File: config.mk
export PLATFORM = sky130hd
export DESIGN_NAME = ncoos_top
export DESIGN_NICKNAME = d
export VERILOG_FILES = /design/src/hw/ncoos_pkg.sv /design/src/hw/ncoos_top.sv
export VERILOG_INCLUDE_DIRS = /design/src /design/src/hw
export SDC_FILE = /design/constraint.sdc
export NUM_CORES = 1
export LEC_CHECK = 0
export BUFFER_PORTS_ARGS = -buffer_cell sky130_fd_sc_hd__buf_2
export CAP_MARGIN = 10
export CORE_ASPECT_RATIO = 0.7
export CORE_MARGIN = 4
export CORE_UTILIZATION = 57
export DETAILED_ROUTE_END_ITERATION = 7
export PLACE_DENSITY = 0.79
export SYNTH_ARGS = -nofsm -noshare
export SYNTH_HDL_FRONTEND = slang
export SYNTH_SLANG_ARGS = --single-unit
export TNS_END_PERCENT = 20
File: constraint.sdc
create_clock -name core_clk -period 3.5 [get_ports core_clk]
set_clock_uncertainty 0.05 [all_clocks]
set_input_delay 0.7 -clock core_clk [delete_from_list [all_inputs] [get_ports core_clk]]
set_output_delay 0.7 -clock core_clk [all_outputs]
set_load 0.05 [all_outputs]
File: src/hw/ncoos_regs.svh
// Contract
// - output invert bit set inverts the oscillator output, clear passes it
// - polarity change with interrupts enabled raises an interrupt event; here only while module enabled and raw output unchanged that cycle
// - current output level is readable as a read-only status bit
// - polarity-adjusted output is routed to the waveform generator input
// - each accumulator carry sets the overflow interrupt flag
// - request only when module, overflow, peripheral and global enables set
// - reset clears every register, accumulator and increment to zero
// - module keeps running while processor sleeps if its clock runs
// - enabled with fast oscillator selected keeps that oscillator on in sleep
// - mode bit one selects pulse mode, zero selects fixed duty divide by two
// - enable at bit 7, writable invert bit, read-only status resets zero
// - fixed duty mode toggles output on every accumulator carry
// - pulse mode drives output active on the clock after a carry
// - pulse width in input clocks set by a three-bit width field
// - 20-bit accumulator adds increment each input clock; carry is event
`ifndef NCOOS_REGS_SVH
`define NCOOS_REGS_SVH
`define NCOOS_CTRL_OFS 12'h000
`define NCOOS_INC_OFS 12'h004
`define NCOOS_ACC_OFS 12'h008
`define NCOOS_CFG_OFS 12'h00c
`define NCOOS_IRQ_OFS 12'h010
`define NCOOS_EN_BIT 7
`define NCOOS_OUT_BIT 5
`define NCOOS_POL_BIT 4
`define NCOOS_PFM_BIT 0
`define NCOOS_PWS_HI 7
`define NCOOS_PWS_LO 5
`define NCOOS_CKS_HI 1
`define NCOOS_CKS_LO 0
`define NCOOS_IF_BIT 0
`define NCOOS_IE_BIT 1
`define NCOOS_PE_BIT 2
`define NCOOS_GE_BIT 3
`define NCOOS_FAST_OSC 2'b00
`define NCOOS_CTRL_WMASK 8'h91
`define NCOOS_ACC_W 20
`define NCOOS_RST8 8'h00
`define NCOOS_RST20 20'h00000
`endif

File: src/hw/ncoos_pkg.sv
package ncoos_pkg;
    typedef struct packed {
        logic en;
        logic pol;
        logic pfm;
    } ncoos_ctrl_s;

    typedef struct packed {
        ncoos_ctrl_s ctrl;
        logic [2:0] pws;
        logic [1:0] cks;
        logic [19:0] inc;
        logic [19:0] acc;
        logic raw;
        logic [7:0] pcnt;
        logic ovf_if;
        logic ovf_ie;
        logic pe_ie;
        logic g_ie;
        logic prev_out;
        logic [31:0] prdata;
    } ncoos_state_s;
endpackage

File: src/hw/ncoos_top.sv
`timescale 1ns/10ps
`include "ncoos_regs.svh"
module ncoos_top
    import ncoos_pkg::*;
#(
    parameter int ACC_W = `NCOOS_ACC_W
) (
    // clock and reset
    input wire logic core_clk,
    input wire logic sys_rst,
    // apb slave
    input wire logic psel,
    input wire logic penable,
    input wire logic pwrite,
    input wire logic [11:0] paddr,
    input wire logic [31:0] pwdata,
    output logic [31:0] prdata,
    output logic pready,
    output logic pslverr,
    // input clock enable of the selected oscillator source
    input wire logic nco_clk_en,
    // power
    input wire logic cpu_sleep,
    // outputs
    output logic wavegen_src,
    output logic overflow_irq_req,
    output logic fast_osc_keep_on,
    output logic [1:0] clk_source_sel
);
    ncoos_state_s st_ff;
    ncoos_state_s nxt_st;
    logic wr;
    logic rd;
    logic out_lvl;
    logic carry;
    logic [ACC_W:0] sum;
    logic [7:0] ctrl_rd;
    logic tick;
    logic ctrl_wr;
    logic acc_wr;
    logic cfg_wr;
    logic irq_wr;
    logic irq_en_all;
    logic pol_evt;

    assign wr = psel && penable && pwrite;
    assign rd = psel && !penable && !pwrite;
    assign sum = {1'b0, st_ff.acc} + {1'b0, st_ff.inc};
    assign carry = st_ff.ctrl.en && nco_clk_en && sum[ACC_W];
    // polarity applied last
    assign out_lvl = st_ff.raw ^ st_ff.ctrl.pol;
    assign ctrl_rd = {st_ff.ctrl.en, 1'b0, out_lvl, st_ff.ctrl.pol,
                      3'b000, st_ff.ctrl.pfm};

    assign tick = st_ff.ctrl.en && nco_clk_en;
    assign ctrl_wr = wr && paddr == `NCOOS_CTRL_OFS;
    assign acc_wr = wr && paddr == `NCOOS_ACC_OFS;
    assign cfg_wr = wr && paddr == `NCOOS_CFG_OFS;
    assign irq_wr = wr && paddr == `NCOOS_IRQ_OFS;
    assign irq_en_all = st_ff.ovf_ie && st_ff.pe_ie && st_ff.g_ie;

    always_comb begin
        nxt_st = st_ff;
        // accumulator runs only on its own clock enable, not the cpu clock
        if (st_ff.ctrl.en && nco_clk_en) begin
            nxt_st.acc = sum[ACC_W-1:0];
            if (st_ff.ctrl.pfm) begin
                if (carry) begin
                    nxt_st.raw = 1'b1;
                    nxt_st.pcnt = 8'h01 << st_ff.pws;
                end else if (st_ff.pcnt > 8'h01) begin
                    nxt_st.pcnt = st_ff.pcnt - 8'h01;
                end else begin
                    nxt_st.raw = 1'b0;
                    nxt_st.pcnt = 8'h00;
                end
            end else if (carry) begin
                nxt_st.raw = ~st_ff.raw;
            end
        end
        nxt_st.prev_out = out_lvl;
        if (wr) begin
            if (paddr == `NCOOS_CTRL_OFS) begin
                nxt_st.ctrl.en = pwdata[`NCOOS_EN_BIT];
                nxt_st.ctrl.pol = pwdata[`NCOOS_POL_BIT];
                nxt_st.ctrl.pfm = pwdata[`NCOOS_PFM_BIT];
            end else if (paddr == `NCOOS_INC_OFS) begin
                nxt_st.inc = pwdata[19:0];
            end else if (paddr == `NCOOS_ACC_OFS) begin
                nxt_st.acc = pwdata[19:0];
            end else if (paddr == `NCOOS_CFG_OFS) begin
                nxt_st.pws = pwdata[`NCOOS_PWS_HI:`NCOOS_PWS_LO];
                nxt_st.cks = pwdata[`NCOOS_CKS_HI:`NCOOS_CKS_LO];
            end else if (paddr == `NCOOS_IRQ_OFS) begin
                nxt_st.ovf_if = pwdata[`NCOOS_IF_BIT];
                nxt_st.ovf_ie = pwdata[`NCOOS_IE_BIT];
                nxt_st.pe_ie = pwdata[`NCOOS_PE_BIT];
                nxt_st.g_ie = pwdata[`NCOOS_GE_BIT];
            end
        end
        // set beats a same-cycle software clear
        if (carry) begin
            nxt_st.ovf_if = 1'b1;
        end
        // polarity flip while enabled makes an output edge worth flagging
        // no event when a raw toggle cancels the flip in the same cycle
        pol_evt = ctrl_wr && st_ff.ctrl.en && irq_en_all
                  && pwdata[`NCOOS_POL_BIT] != st_ff.ctrl.pol
                  && nxt_st.raw == st_ff.raw;
        if (pol_evt) begin
            nxt_st.ovf_if = 1'b1;
        end
        if (rd) begin
            if (paddr == `NCOOS_CTRL_OFS) begin
                nxt_st.prdata = {24'h000000, ctrl_rd};
            end else if (paddr == `NCOOS_INC_OFS) begin
                nxt_st.prdata = {12'h000, st_ff.inc};
            end else if (paddr == `NCOOS_ACC_OFS) begin
                nxt_st.prdata = {12'h000, st_ff.acc};
            end else if (paddr == `NCOOS_CFG_OFS) begin
                nxt_st.prdata = {24'h000000, st_ff.pws, 3'b000, st_ff.cks};
            end else if (paddr == `NCOOS_IRQ_OFS) begin
                nxt_st.prdata = {28'h0000000, st_ff.g_ie, st_ff.pe_ie,
                                 st_ff.ovf_ie, st_ff.ovf_if};
            end else begin
                nxt_st.prdata = 32'h00000000;
            end
        end
    end

    always_ff @(posedge core_clk) begin
        if (sys_rst) begin
            st_ff <= '0;
        end else begin
            st_ff <= nxt_st;
        end
    end

    assign prdata = st_ff.prdata;
    assign pready = 1'b1;
    assign pslverr = 1'b0;
    assign wavegen_src = out_lvl;
    assign overflow_irq_req = st_ff.ovf_if && st_ff.ctrl.en && st_ff.ovf_ie
                              && st_ff.pe_ie && st_ff.g_ie;
    assign fast_osc_keep_on = st_ff.ctrl.en && cpu_sleep
                              && st_ff.cks == `NCOOS_FAST_OSC;
    assign clk_source_sel = st_ff.cks;
endmodule

==> results of run 1 <==
[routing by layer]
layer	up-vias	GRT usage	wire, um
li1	2368	-	-
met1	2394	0.371	6180
met2	255	0.409	6190
met3	38	0.0646	1350
met4	0	0.0895	389
met5	-	0	0
[worst max-delay path: stages, from the launching register on]
cell      delay [ns]
dfxtp_1         0.33
ha_1            0.24
fa_1            0.43
a211oi_1        0.44
o211ai_1        0.29
a31oi_1         0.43
o211ai_1        0.40
o32ai_1         0.36
[sequential cells by signal (all words and copies together) (netlist names)]
signal          count
st_ff              56
prdata             20
ctrl_rd             3
clk_source_sel      2
[through the flow]
step / setup slack, ns / area [um^2] / hold WS, ns / total power [mW]
after detailed placement: 0.494 / 5320 / 0.394 / 1.06
after global placement: 0.527 / 5320 / 0.389 / 1.06
final: 0.437 / 5630 / 0.405 / 2.03
after floorplan: 0.962 / 5210 / 0.374 / 1.03
after CTS: 0.520 / 5630 / 0.405 / 2.04
after global routing: 0.259 / 5630 / 0.419 / 2.09
[Yosys cell counts, types with 7 or more instances]
| library cell | n | area [um^2] |
|---|---|---|
| a22oi_1 | 13 | 97.6 |
| or3_1 | 12 | 75.1 |
| a31oi_1 | 7 | 43.8 |
| o22ai_1 | 7 | 43.8 |
| mux2i_1 | 17 | 170 |
| a2bb2oi_1 | 12 | 105 |
| buf_2 | 7 | 35.0 |
| a311oi_1 | 12 | 105 |
| a21o_1 | 7 | 52.6 |
| nor3_1 | 14 | 70.1 |
| a21oi_1 | 59 | 295 |
| dfxtp_1 | 81 | 1620 |
| nor2_1 | 63 | 236 |
| and3_1 | 9 | 56.3 |
| nand2_1 | 89 | 334 |
| clkbuf_1 | 27 | 101 |
| xnor2_1 | 7 | 61.3 |
| a211oi_1 | 11 | 82.6 |
| ha_1 | 22 | 275 |
| nand3_1 | 13 | 65.1 |
| o21ai_0 | 22 | 110 |
| o211ai_1 | 9 | 67.6 |
| buf_4 | 38 | 285 |
| inv_1 | 9 | 33.8 |
[power by group through the flow]
stage               Sequential, mW  Clock, mW  Combinational, mW
global route                 0.923       1.04              0.126
global placement             0.944          0              0.114
finish                       0.923      0.990              0.118
detailed placement           0.944          0              0.116
floorplan                    0.944          0             0.0892
CTS                          0.923       1.00              0.117
[logic make-up after synthesis]
kind of cell | Yosys count
buffers and inverters | 84
AND/OR/NAND/NOR | 240
AO/OA/AOI/OAI | 191
flip-flops | 81
multiplexers | 21
other | 2
adder cells (fa/ha/maj) | 23
XOR/XNOR | 10
[worst max-delay path by stage]
stage	end	start	slack, ns	cells past startpoint
2_1_floorplan	fast_osc_keep_on	cpu_sleep	0.96	2
3_3_place_gp	st_ff[78]$_SDFFE_PP0P_	paddr[7]	0.53	7
3_5_place_dp	st_ff[68]$_SDFFE_PP0P_	paddr[7]	0.49	7
4_1_cts	st_ff[38]$_SDFFE_PP0P_	st_ff[46]$_SDFF_PP0_	0.52	7
5_1_grt	st_ff[42]$_SDFFE_PP0P_	st_ff[46]$_SDFF_PP0_	0.26	8
6_report	st_ff[38]$_SDFFE_PP0P_	st_ff[46]$_SDFF_PP0_	0.44	7
[layout make-up]
cell class,instances,area share
Clock buffer,9,0.0400
Clock inverter,7,0.0151
Inverter,9,0.00600
Multi-Input combinational cell,499,0.552
Sequential cell,81,0.288
Tap cell,120,0.0267
Timing Repair Buffer,75,0.0720
==> flow_summary.toml, run 1 <==
[run_status]
outcome = "finished, final reports clean"

[hold_path]
min_from = "prdata[0]$_SDFFE_PP0P_"
hold_end = "prdata[0]$_SDFFE_PP0P_"
worstHoldPathType = "reg2reg"
min_path_cells = 2

[power_and_ir_drop]
power_leakage_nw = 2.30
combinationalPowerShare = 0.058
seqPwrFrac = 0.455
ir_drop_uv = 230
p_per_area_nw_per_um2 = 361
sw_frac_of_total = 0.227
p_sw_mw = 0.461
p_int_mw = 1.57
clockPowerShare = 0.487

[finish]
area_growth_syn_to_layout_pct = 8.96
finalNetCount = 749
multi_input_area_um2 = 3110
stdcell_count = 800
final_common_cell = "nand2_1"
most-common-layout-cells = "nand2_1 (89), dfxtp_1 (81), nor2_1 (63), buf_2 (63), a21oi_1 (59)"
ff_latch_area_um2 = 1620
num_antenna_cells = 0
fillers = 748
final_util = 0.651
drive_above_1_share = 0.157

[yosys]
synth_xor_area_frac = 0.0169
synth_warnings = 0
synthSimpleGateAreaFrac = 0.223
synthCells = 652
synthArstFlopShare = 0
muxShareOfSynthArea = 0.0460
synth-compound-area-share = 0.248
ys.flop_type = "dfxtp_1"
synth_area_um2 = 5170
syn_avg_cell_area_um2 = 7.93
synth_adder_area_share = 0.0571
yosysUniqueCellTypes = 64
synth_top_family_by_area = "compound AO/OA/AOI/OAI gates"
synth_seq_cells = 81
seq_area_frac_synth = 0.314
synth_edf_count = 0

[die]
core-area_um2 = 8650
rows = 28
ios = 90
start_util = 0.597
die_w_um = 122
die_area_um2 = 10700
die_h_um = 87.7

[critical_path]
worst-setup-path-type = "reg2reg"
arrival_ns = 3.26
reg2reg_slack_ns = 0.44
cp.required_ns = 3.70
worstPathMaxFanout = 6
startpoint_type = "flop"
rr_worst_depth = 7
cp-end-kind = "flop"
rr_startpoint = "st_ff[46]$_SDFF_PP0_"
worstReg2RegEnd = "st_ff[38]$_SDFFE_PP0P_"

[global_route]
grt_pass1_wl_um = 22800
grt_pass1_vias = 4601
grt_max_degree = 45
grt.overflow.total = 0
grt_use_total = 0.267
antenna_found_initial = 0

[drt]
viasPerCell = 6.32
vias = 5055
antenna_left = 0
routed_wl_um = 14100
wl_per_cell_um = 17.6
drtPass1Iterations = 5
drc_errors = 0
drt_iter0_markers = 766

[cts]
clock_latency_ns = 0.34
cts.sinks = 81
cts-hold-fix-buffers = 0
numCtsBuffers = 9
cts_resized = 0
htreeDepth = 3
cts-root-buf = "clkbuf_16"
cts_setup_buffers = 0
clk_pin_slew_ns = 0.06
clk_path_buf_depth = 2
cts_tree = "yes"

[timing]
slew_violations = 0
relSlewSlack = 0.389
rsz0062_at_grt = "no"
fmax_mhz = 327
min_period_over_period = 0.875
tightestPinTransition_ns = 0.915
finalHoldViolCount = 0
period_needed_ns = 3.06
setup_viol_count_final = 0
tns_ns = 0

[placed_design]
placed_cells = 784
portBuffers = 63
place.gp.congestion = 0.981
hpwlAfterDp_um = 9970

[run]
maxCapViolations = 0
Power figures use the tool's default switching activity.
==> run 2, diff against run 1 <==
RECOVER_POWER = 25   (was not set)
==> run 2 against run 1 <==
Compared with the run above: critical path depth is the same; first-iteration DRC count fell by 8.9%; register-to-register slack gained 0.02 ns; sequential cell count is the same; via count up 0.24%; final cell count unchanged; sequential share of layout area is 0.16 points higher; clock-buffer cell count is the same; hold slack better by 0.0032 ns; final area is 0.56% lower; global-route usage unchanged; highest routed layer unchanged.
==> flow_summary.toml, run 2 (same netlist as run 1, synthesis figures left out) <==
[critical_path]
rr_worst_depth = 7
cp-end-kind = "flop"
arrival_ns = 3.24
reg2reg_slack_ns = 0.46
worst-setup-path-type = "reg2reg"
rr_startpoint = "st_ff[46]$_SDFF_PP0_"
worstReg2RegEnd = "st_ff[38]$_SDFFE_PP0P_"
worstPathMaxFanout = 6
cp.required_ns = 3.70
startpoint_type = "flop"

[timing]
period_needed_ns = 3.04
rsz0062_at_grt = "no"
finalHoldViolCount = 0
slew_violations = 0
tns_ns = 0
min_period_over_period = 0.869
fmax_mhz = 329
setup_viol_count_final = 0
relSlewSlack = 0.384
tightestPinTransition_ns = 0.922

[finish]
most-common-layout-cells = "nand2_1 (89), dfxtp_1 (81), nor2_1 (63)"
largest_reg_flops = 56
area_growth_syn_to_layout_pct = 8.35
stdcell_count = 800
finalNetCount = 749
num_antenna_cells = 0
top_register = "st_ff"
drive_above_1_share = 0.124
final_common_cell = "nand2_1"

[drt]
wl_per_cell_um = 17.7
drtPass1Iterations = 5
drt_iter0_markers = 698
viasPerCell = 6.33
vias = 5067
drc_errors = 0
antenna_left = 0
routed_wl_um = 14100

[cts]
clk_pin_slew_ns = 0.06
cts_tree = "yes"
numCtsBuffers = 9
htreeDepth = 3
cts-hold-fix-buffers = 0
cts_setup_buffers = 0
cts.sinks = 81
cts-root-buf = "clkbuf_16"
clk_path_buf_depth = 2
cts_resized = 0
clock_latency_ns = 0.34

[power_and_ir_drop]
p_per_area_nw_per_um2 = 363
power_leakage_nw = 2.20
ir_drop_uv = 229

[run_status]
outcome = "finished, final reports clean"

[placed_design]
portBuffers = 63
hpwlAfterDp_um = 9970
place.gp.congestion = 0.981
placed_cells = 784

[die]
rows = 28
die_w_um = 122
die_h_um = 87.7
ios = 90
die_area_um2 = 10700
start_util = 0.597
core-area_um2 = 8650

[global_route]
grt.overflow.total = 0
grt_pass1_wl_um = 22800
antenna_found_initial = 0
grt_pass1_vias = 4601
grt_use_total = 0.267
grt_max_degree = 45

[hold_path]
min_from = "prdata[0]$_SDFFE_PP0P_"
hold_end = "prdata[0]$_SDFFE_PP0P_"
worstHoldPathType = "reg2reg"
min_path_cells = 2

[run]
maxCapViolations = 0
-- run 2: how the worst max path moves through the flow --
stage | start | endpoint | slack, ns | depth (start not counted)
after detailed placement | paddr[7] | st_ff[68]$_SDFFE_PP0P_ | 0.49 | 7
after CTS | st_ff[46]$_SDFF_PP0_ | st_ff[38]$_SDFFE_PP0P_ | 0.52 | 7
after global routing | st_ff[46]$_SDFF_PP0_ | st_ff[42]$_SDFFE_PP0P_ | 0.26 | 8
final | st_ff[46]$_SDFF_PP0_ | st_ff[38]$_SDFFE_PP0P_ | 0.46 | 7
after global placement | paddr[7] | st_ff[78]$_SDFFE_PP0P_ | 0.53 | 7
after floorplan | cpu_sleep | fast_osc_keep_on | 0.96 | 2
-- run 2: layer usage --
metal	wire length [um]	vias to the layer above	GRT usage
met5	0	-	0
met4	344	0	0.0895
met3	1430	33	0.0646
met2	6230	267	0.409
met1	6150	2396	0.371
li1	-	2371	-
-- run 2: final cells by class --
| class | count | area [um^2] |
|---|---|---|
| tap | 120 | 150 |
| timing repair buffer | 75 | 378 |
| multi-input combinational | 499 | 3110 |
| clock buffer | 9 | 225 |
| fill | 762 | 3050 |
| inverter | 9 | 33.8 |
| sequential | 81 | 1620 |
| clock inverter | 7 | 85.1 |
-- run 2: metrics by stage --
step	hold slack (ns)	worst slack (ns)	area, um^2	power (mW)	utilization
finish	0.408	0.459	5600	2.03	0.647
CTS	0.405	0.520	5630	2.04	0.651
global placement	0.389	0.527	5320	1.06	0.615
floorplan	0.374	0.962	5210	1.03	-
global route	0.420	0.259	5600	2.09	0.647
detailed placement	0.394	0.494	5320	1.06	0.615
-- run 2: worst max-delay path, cell delays in order, from the launching register on --
cell and delay [ns]:
dfxtp_1 0.33, ha_1 0.24, fa_1 0.43, a211oi_1 0.44
o211ai_1 0.27, a31oi_1 0.43, o211ai_1 0.40, o32ai_1 0.36
-- run 2: power by group --
part           switching (mW)  internal (mW)  leakage, nW
logic                  0.0884         0.0293         1.39
registers            0.000600          0.923        0.652
clock network           0.374          0.618        0.159
total                   0.463           1.57         2.20
==> run 3, diff against run 2 <==
--- a/config.mk
+++ b/config.mk
@@ -8,3 +8,2 @@
 export LEC_CHECK = 0
-export BUFFER_PORTS_ARGS = -buffer_cell sky130_fd_sc_hd__buf_2
 export CAP_MARGIN = 10
@@ -12,6 +11,8 @@
 export CORE_MARGIN = 4
-export CORE_UTILIZATION = 57
+export CORE_UTILIZATION = 60
 export DETAILED_ROUTE_END_ITERATION = 7
-export PLACE_DENSITY = 0.79
+export DONT_BUFFER_PORTS = 1
+export PLACE_DENSITY = 0.74
 export RECOVER_POWER = 25
+export SETUP_SLACK_MARGIN = 0.1
 export SYNTH_ARGS = -nofsm -noshare
==> constraint.sdc (replaced) <==
create_clock -name core_clk -period 3.5 [get_ports core_clk]
set_clock_uncertainty 0.05 [all_clocks]
set_input_delay 0.175 -clock core_clk [delete_from_list [all_inputs] [get_ports core_clk]]
set_output_delay 0.175 -clock core_clk [all_outputs]
set_load 0.05 [all_outputs]
==> run 3 against run 2 <==
Compared with the run above: clock power is essentially flat; hold slack lost 0.40 ns; routed wire length shrank 3.7%; combinational power is 12% lower; sequential share of layout area up 0.39 points; die area is 4.6% lower; clock-buffer cell count increased by 1; maximum frequency is 5.1% lower; sequential power about the same; register-to-register slack worse by 0.16 ns; global-route usage increased by 0.10 points; power shrank 0.38%; highest routed layer unchanged.
==> flow_summary.toml, run 3 (same netlist as run 1, synthesis figures left out) <==
[run_status]
outcome = "finished, final reports clean"

[die]
start_util = 0.615
die_h_um = 85.7
core-area_um2 = 8410
die_w_um = 119
ios = 90
rows = 28
die_area_um2 = 10200

[finish]
drive_above_1_share = 0.0659
final_common_cell = "nand2_1"
largest_reg_flops = 56
area_growth_syn_to_layout_pct = 6.90
fillers = 723
num_antenna_cells = 0
finalNetCount = 706
top_register = "st_ff"
ff_latch_area_um2 = 1620
most-common-layout-cells = "nand2_1 (89), dfxtp_1 (81), nor2_1 (63)"
multi_input_area_um2 = 3110

[power_and_ir_drop]
p_per_area_nw_per_um2 = 367
ir_drop_uv = 232
power_leakage_nw = 2.10
power_mw = 2.03

[drt]
drt_iter0_markers = 468
antenna_left = 0
routed_wl_um = 13600
drc_errors = 0
wl_per_cell_um = 18.4
vias = 4761
viasPerCell = 6.42
drtPass1Iterations = 6

[placed_design]
place.gp.congestion = 0.910
portBuffers = 0
hpwlAfterDp_um = 9560

[critical_path]
startpoint_type = "flop"
crit_buf_inv = 0
worst-setup-path-type = "reg2reg"
worstPathMaxFanout = 10
cp.required_ns = 3.66
critical_path.max_stage_delay_ns = 0.53
crit_chain = "ha_1, fa_1, a211oi_1, o211ai_1, a31oi_1, o21ai_2, o21ai_0, o22ai_1"
cp_slowest_cell = "a31oi_1"
cp-end-kind = "flop"
arrival_ns = 3.37
cp_top_family = "compound AO/OA/AOI/OAI gates"

[cts]
cts_setup_buffers = 0
clk_path_buf_depth = 2
cts_resized = 0
cts_tree = "yes"
clk_pin_slew_ns = 0.06
htreeDepth = 3
cts.sinks = 81
numCtsBuffers = 9
cts-hold-fix-buffers = 23
clock_latency_ns = 0.34
cts-root-buf = "clkbuf_16"

[hold_path]
worstHoldPathType = "in2reg"

[global_route]
antenna_found_initial = 0
grt_pass1_wl_um = 22100
grt_use_total = 0.268
grt_pass1_vias = 4371
grt_max_degree = 74
grt.overflow.total = 0

[timing]
finalHoldViolCount = 0
relSlewSlack = 0.386
rsz0062_at_grt = "no"
tns_ns = 0
setup_viol_count_final = 0
slew_violations = 0
period_needed_ns = 3.20
min_period_over_period = 0.915
tightestPinTransition_ns = 0.921
fmax_mhz = 312

[run]
maxCapViolations = 0
## run 3: cell count changes in the layout (fill, tap and decap cells not counted), sizes merged
cell / before / now
buf: 53 / 10
bufinv: 2 / 1
clkbuf: 31 / 10
clkinv: 5 / 0
clkinvlp: 0 / 2
dlygate4sd3: 0 / 22
inv: 9 / 12
## run 3: final cells by class
| class | instances | area share |
|---|---|---|
| sequential | 81 | 0.293 |
| inverter | 9 | 0.00611 |
| clock inverter | 6 | 0.0134 |
| multi-input combinational | 499 | 0.563 |
| clock buffer | 10 | 0.0433 |
| timing repair buffer | 32 | 0.0571 |
| tap | 105 | 0.0238 |
## run 3: final timing paths
check	from	end	slack (ns)	cells after the start
worst max-delay path	st_ff[46]$_SDFF_PP0_	st_ff[42]$_SDFFE_PP0P_	0.30	8
worst min-delay path	pwdata[18]	st_ff[64]$_SDFF_PP0_	0.01	3
worst max register to register	st_ff[46]$_SDFF_PP0_	st_ff[42]$_SDFFE_PP0P_	0.30	8
worst min register to register	st_ff[41]$_SDFFE_PP0P_	st_ff[41]$_SDFFE_PP0P_	0.41	1
## run 3: metrics by stage
stage / instance area (um^2) / instances / hold WS [ns] / util / worst slack, ns
floorplan: 5210 / 664 / 0.255 / - / 1.04
global placement: 4960 / 703 / 0.205 / 0.590 / 0.548
detailed placement: 4960 / 703 / 0.207 / 0.590 / 0.479
CTS: 5530 / 742 / 0.00329 / 0.657 / 0.419
global route: 5530 / 742 / 0.0179 / 0.657 / 0.210
finish: 5530 / 742 / 0.0111 / 0.657 / 0.296
## run 3: worst register-to-register path, delay by kind of cell (launching register included)
kind / cells / cell delay, ns
AOI/OAI and AO/OA: 6 / 2.02
adders and majority gates: 2 / 0.68
DFF: 1 / 0.34
## run 3: layer usage
| layer | global-route usage | wire length, um | vias up |
|---|---|---|---|
| met5 | 0 | 0 | - |
| met1 | 0.378 | 6480 | 2239 |
| met4 | 0.0978 | 243 | 0 |
| met2 | 0.397 | 5710 | 207 |
| met3 | 0.0679 | 1200 | 23 |
| li1 | - | - | 2292 |
## run 3: report_power, final
part	total, mW	switching, mW	internal [mW]
combinational	0.104	0.0719	0.0322
sequential	0.927	0.00445	0.922
clock	0.995	0.413	0.582
total	2.03	0.489	1.54
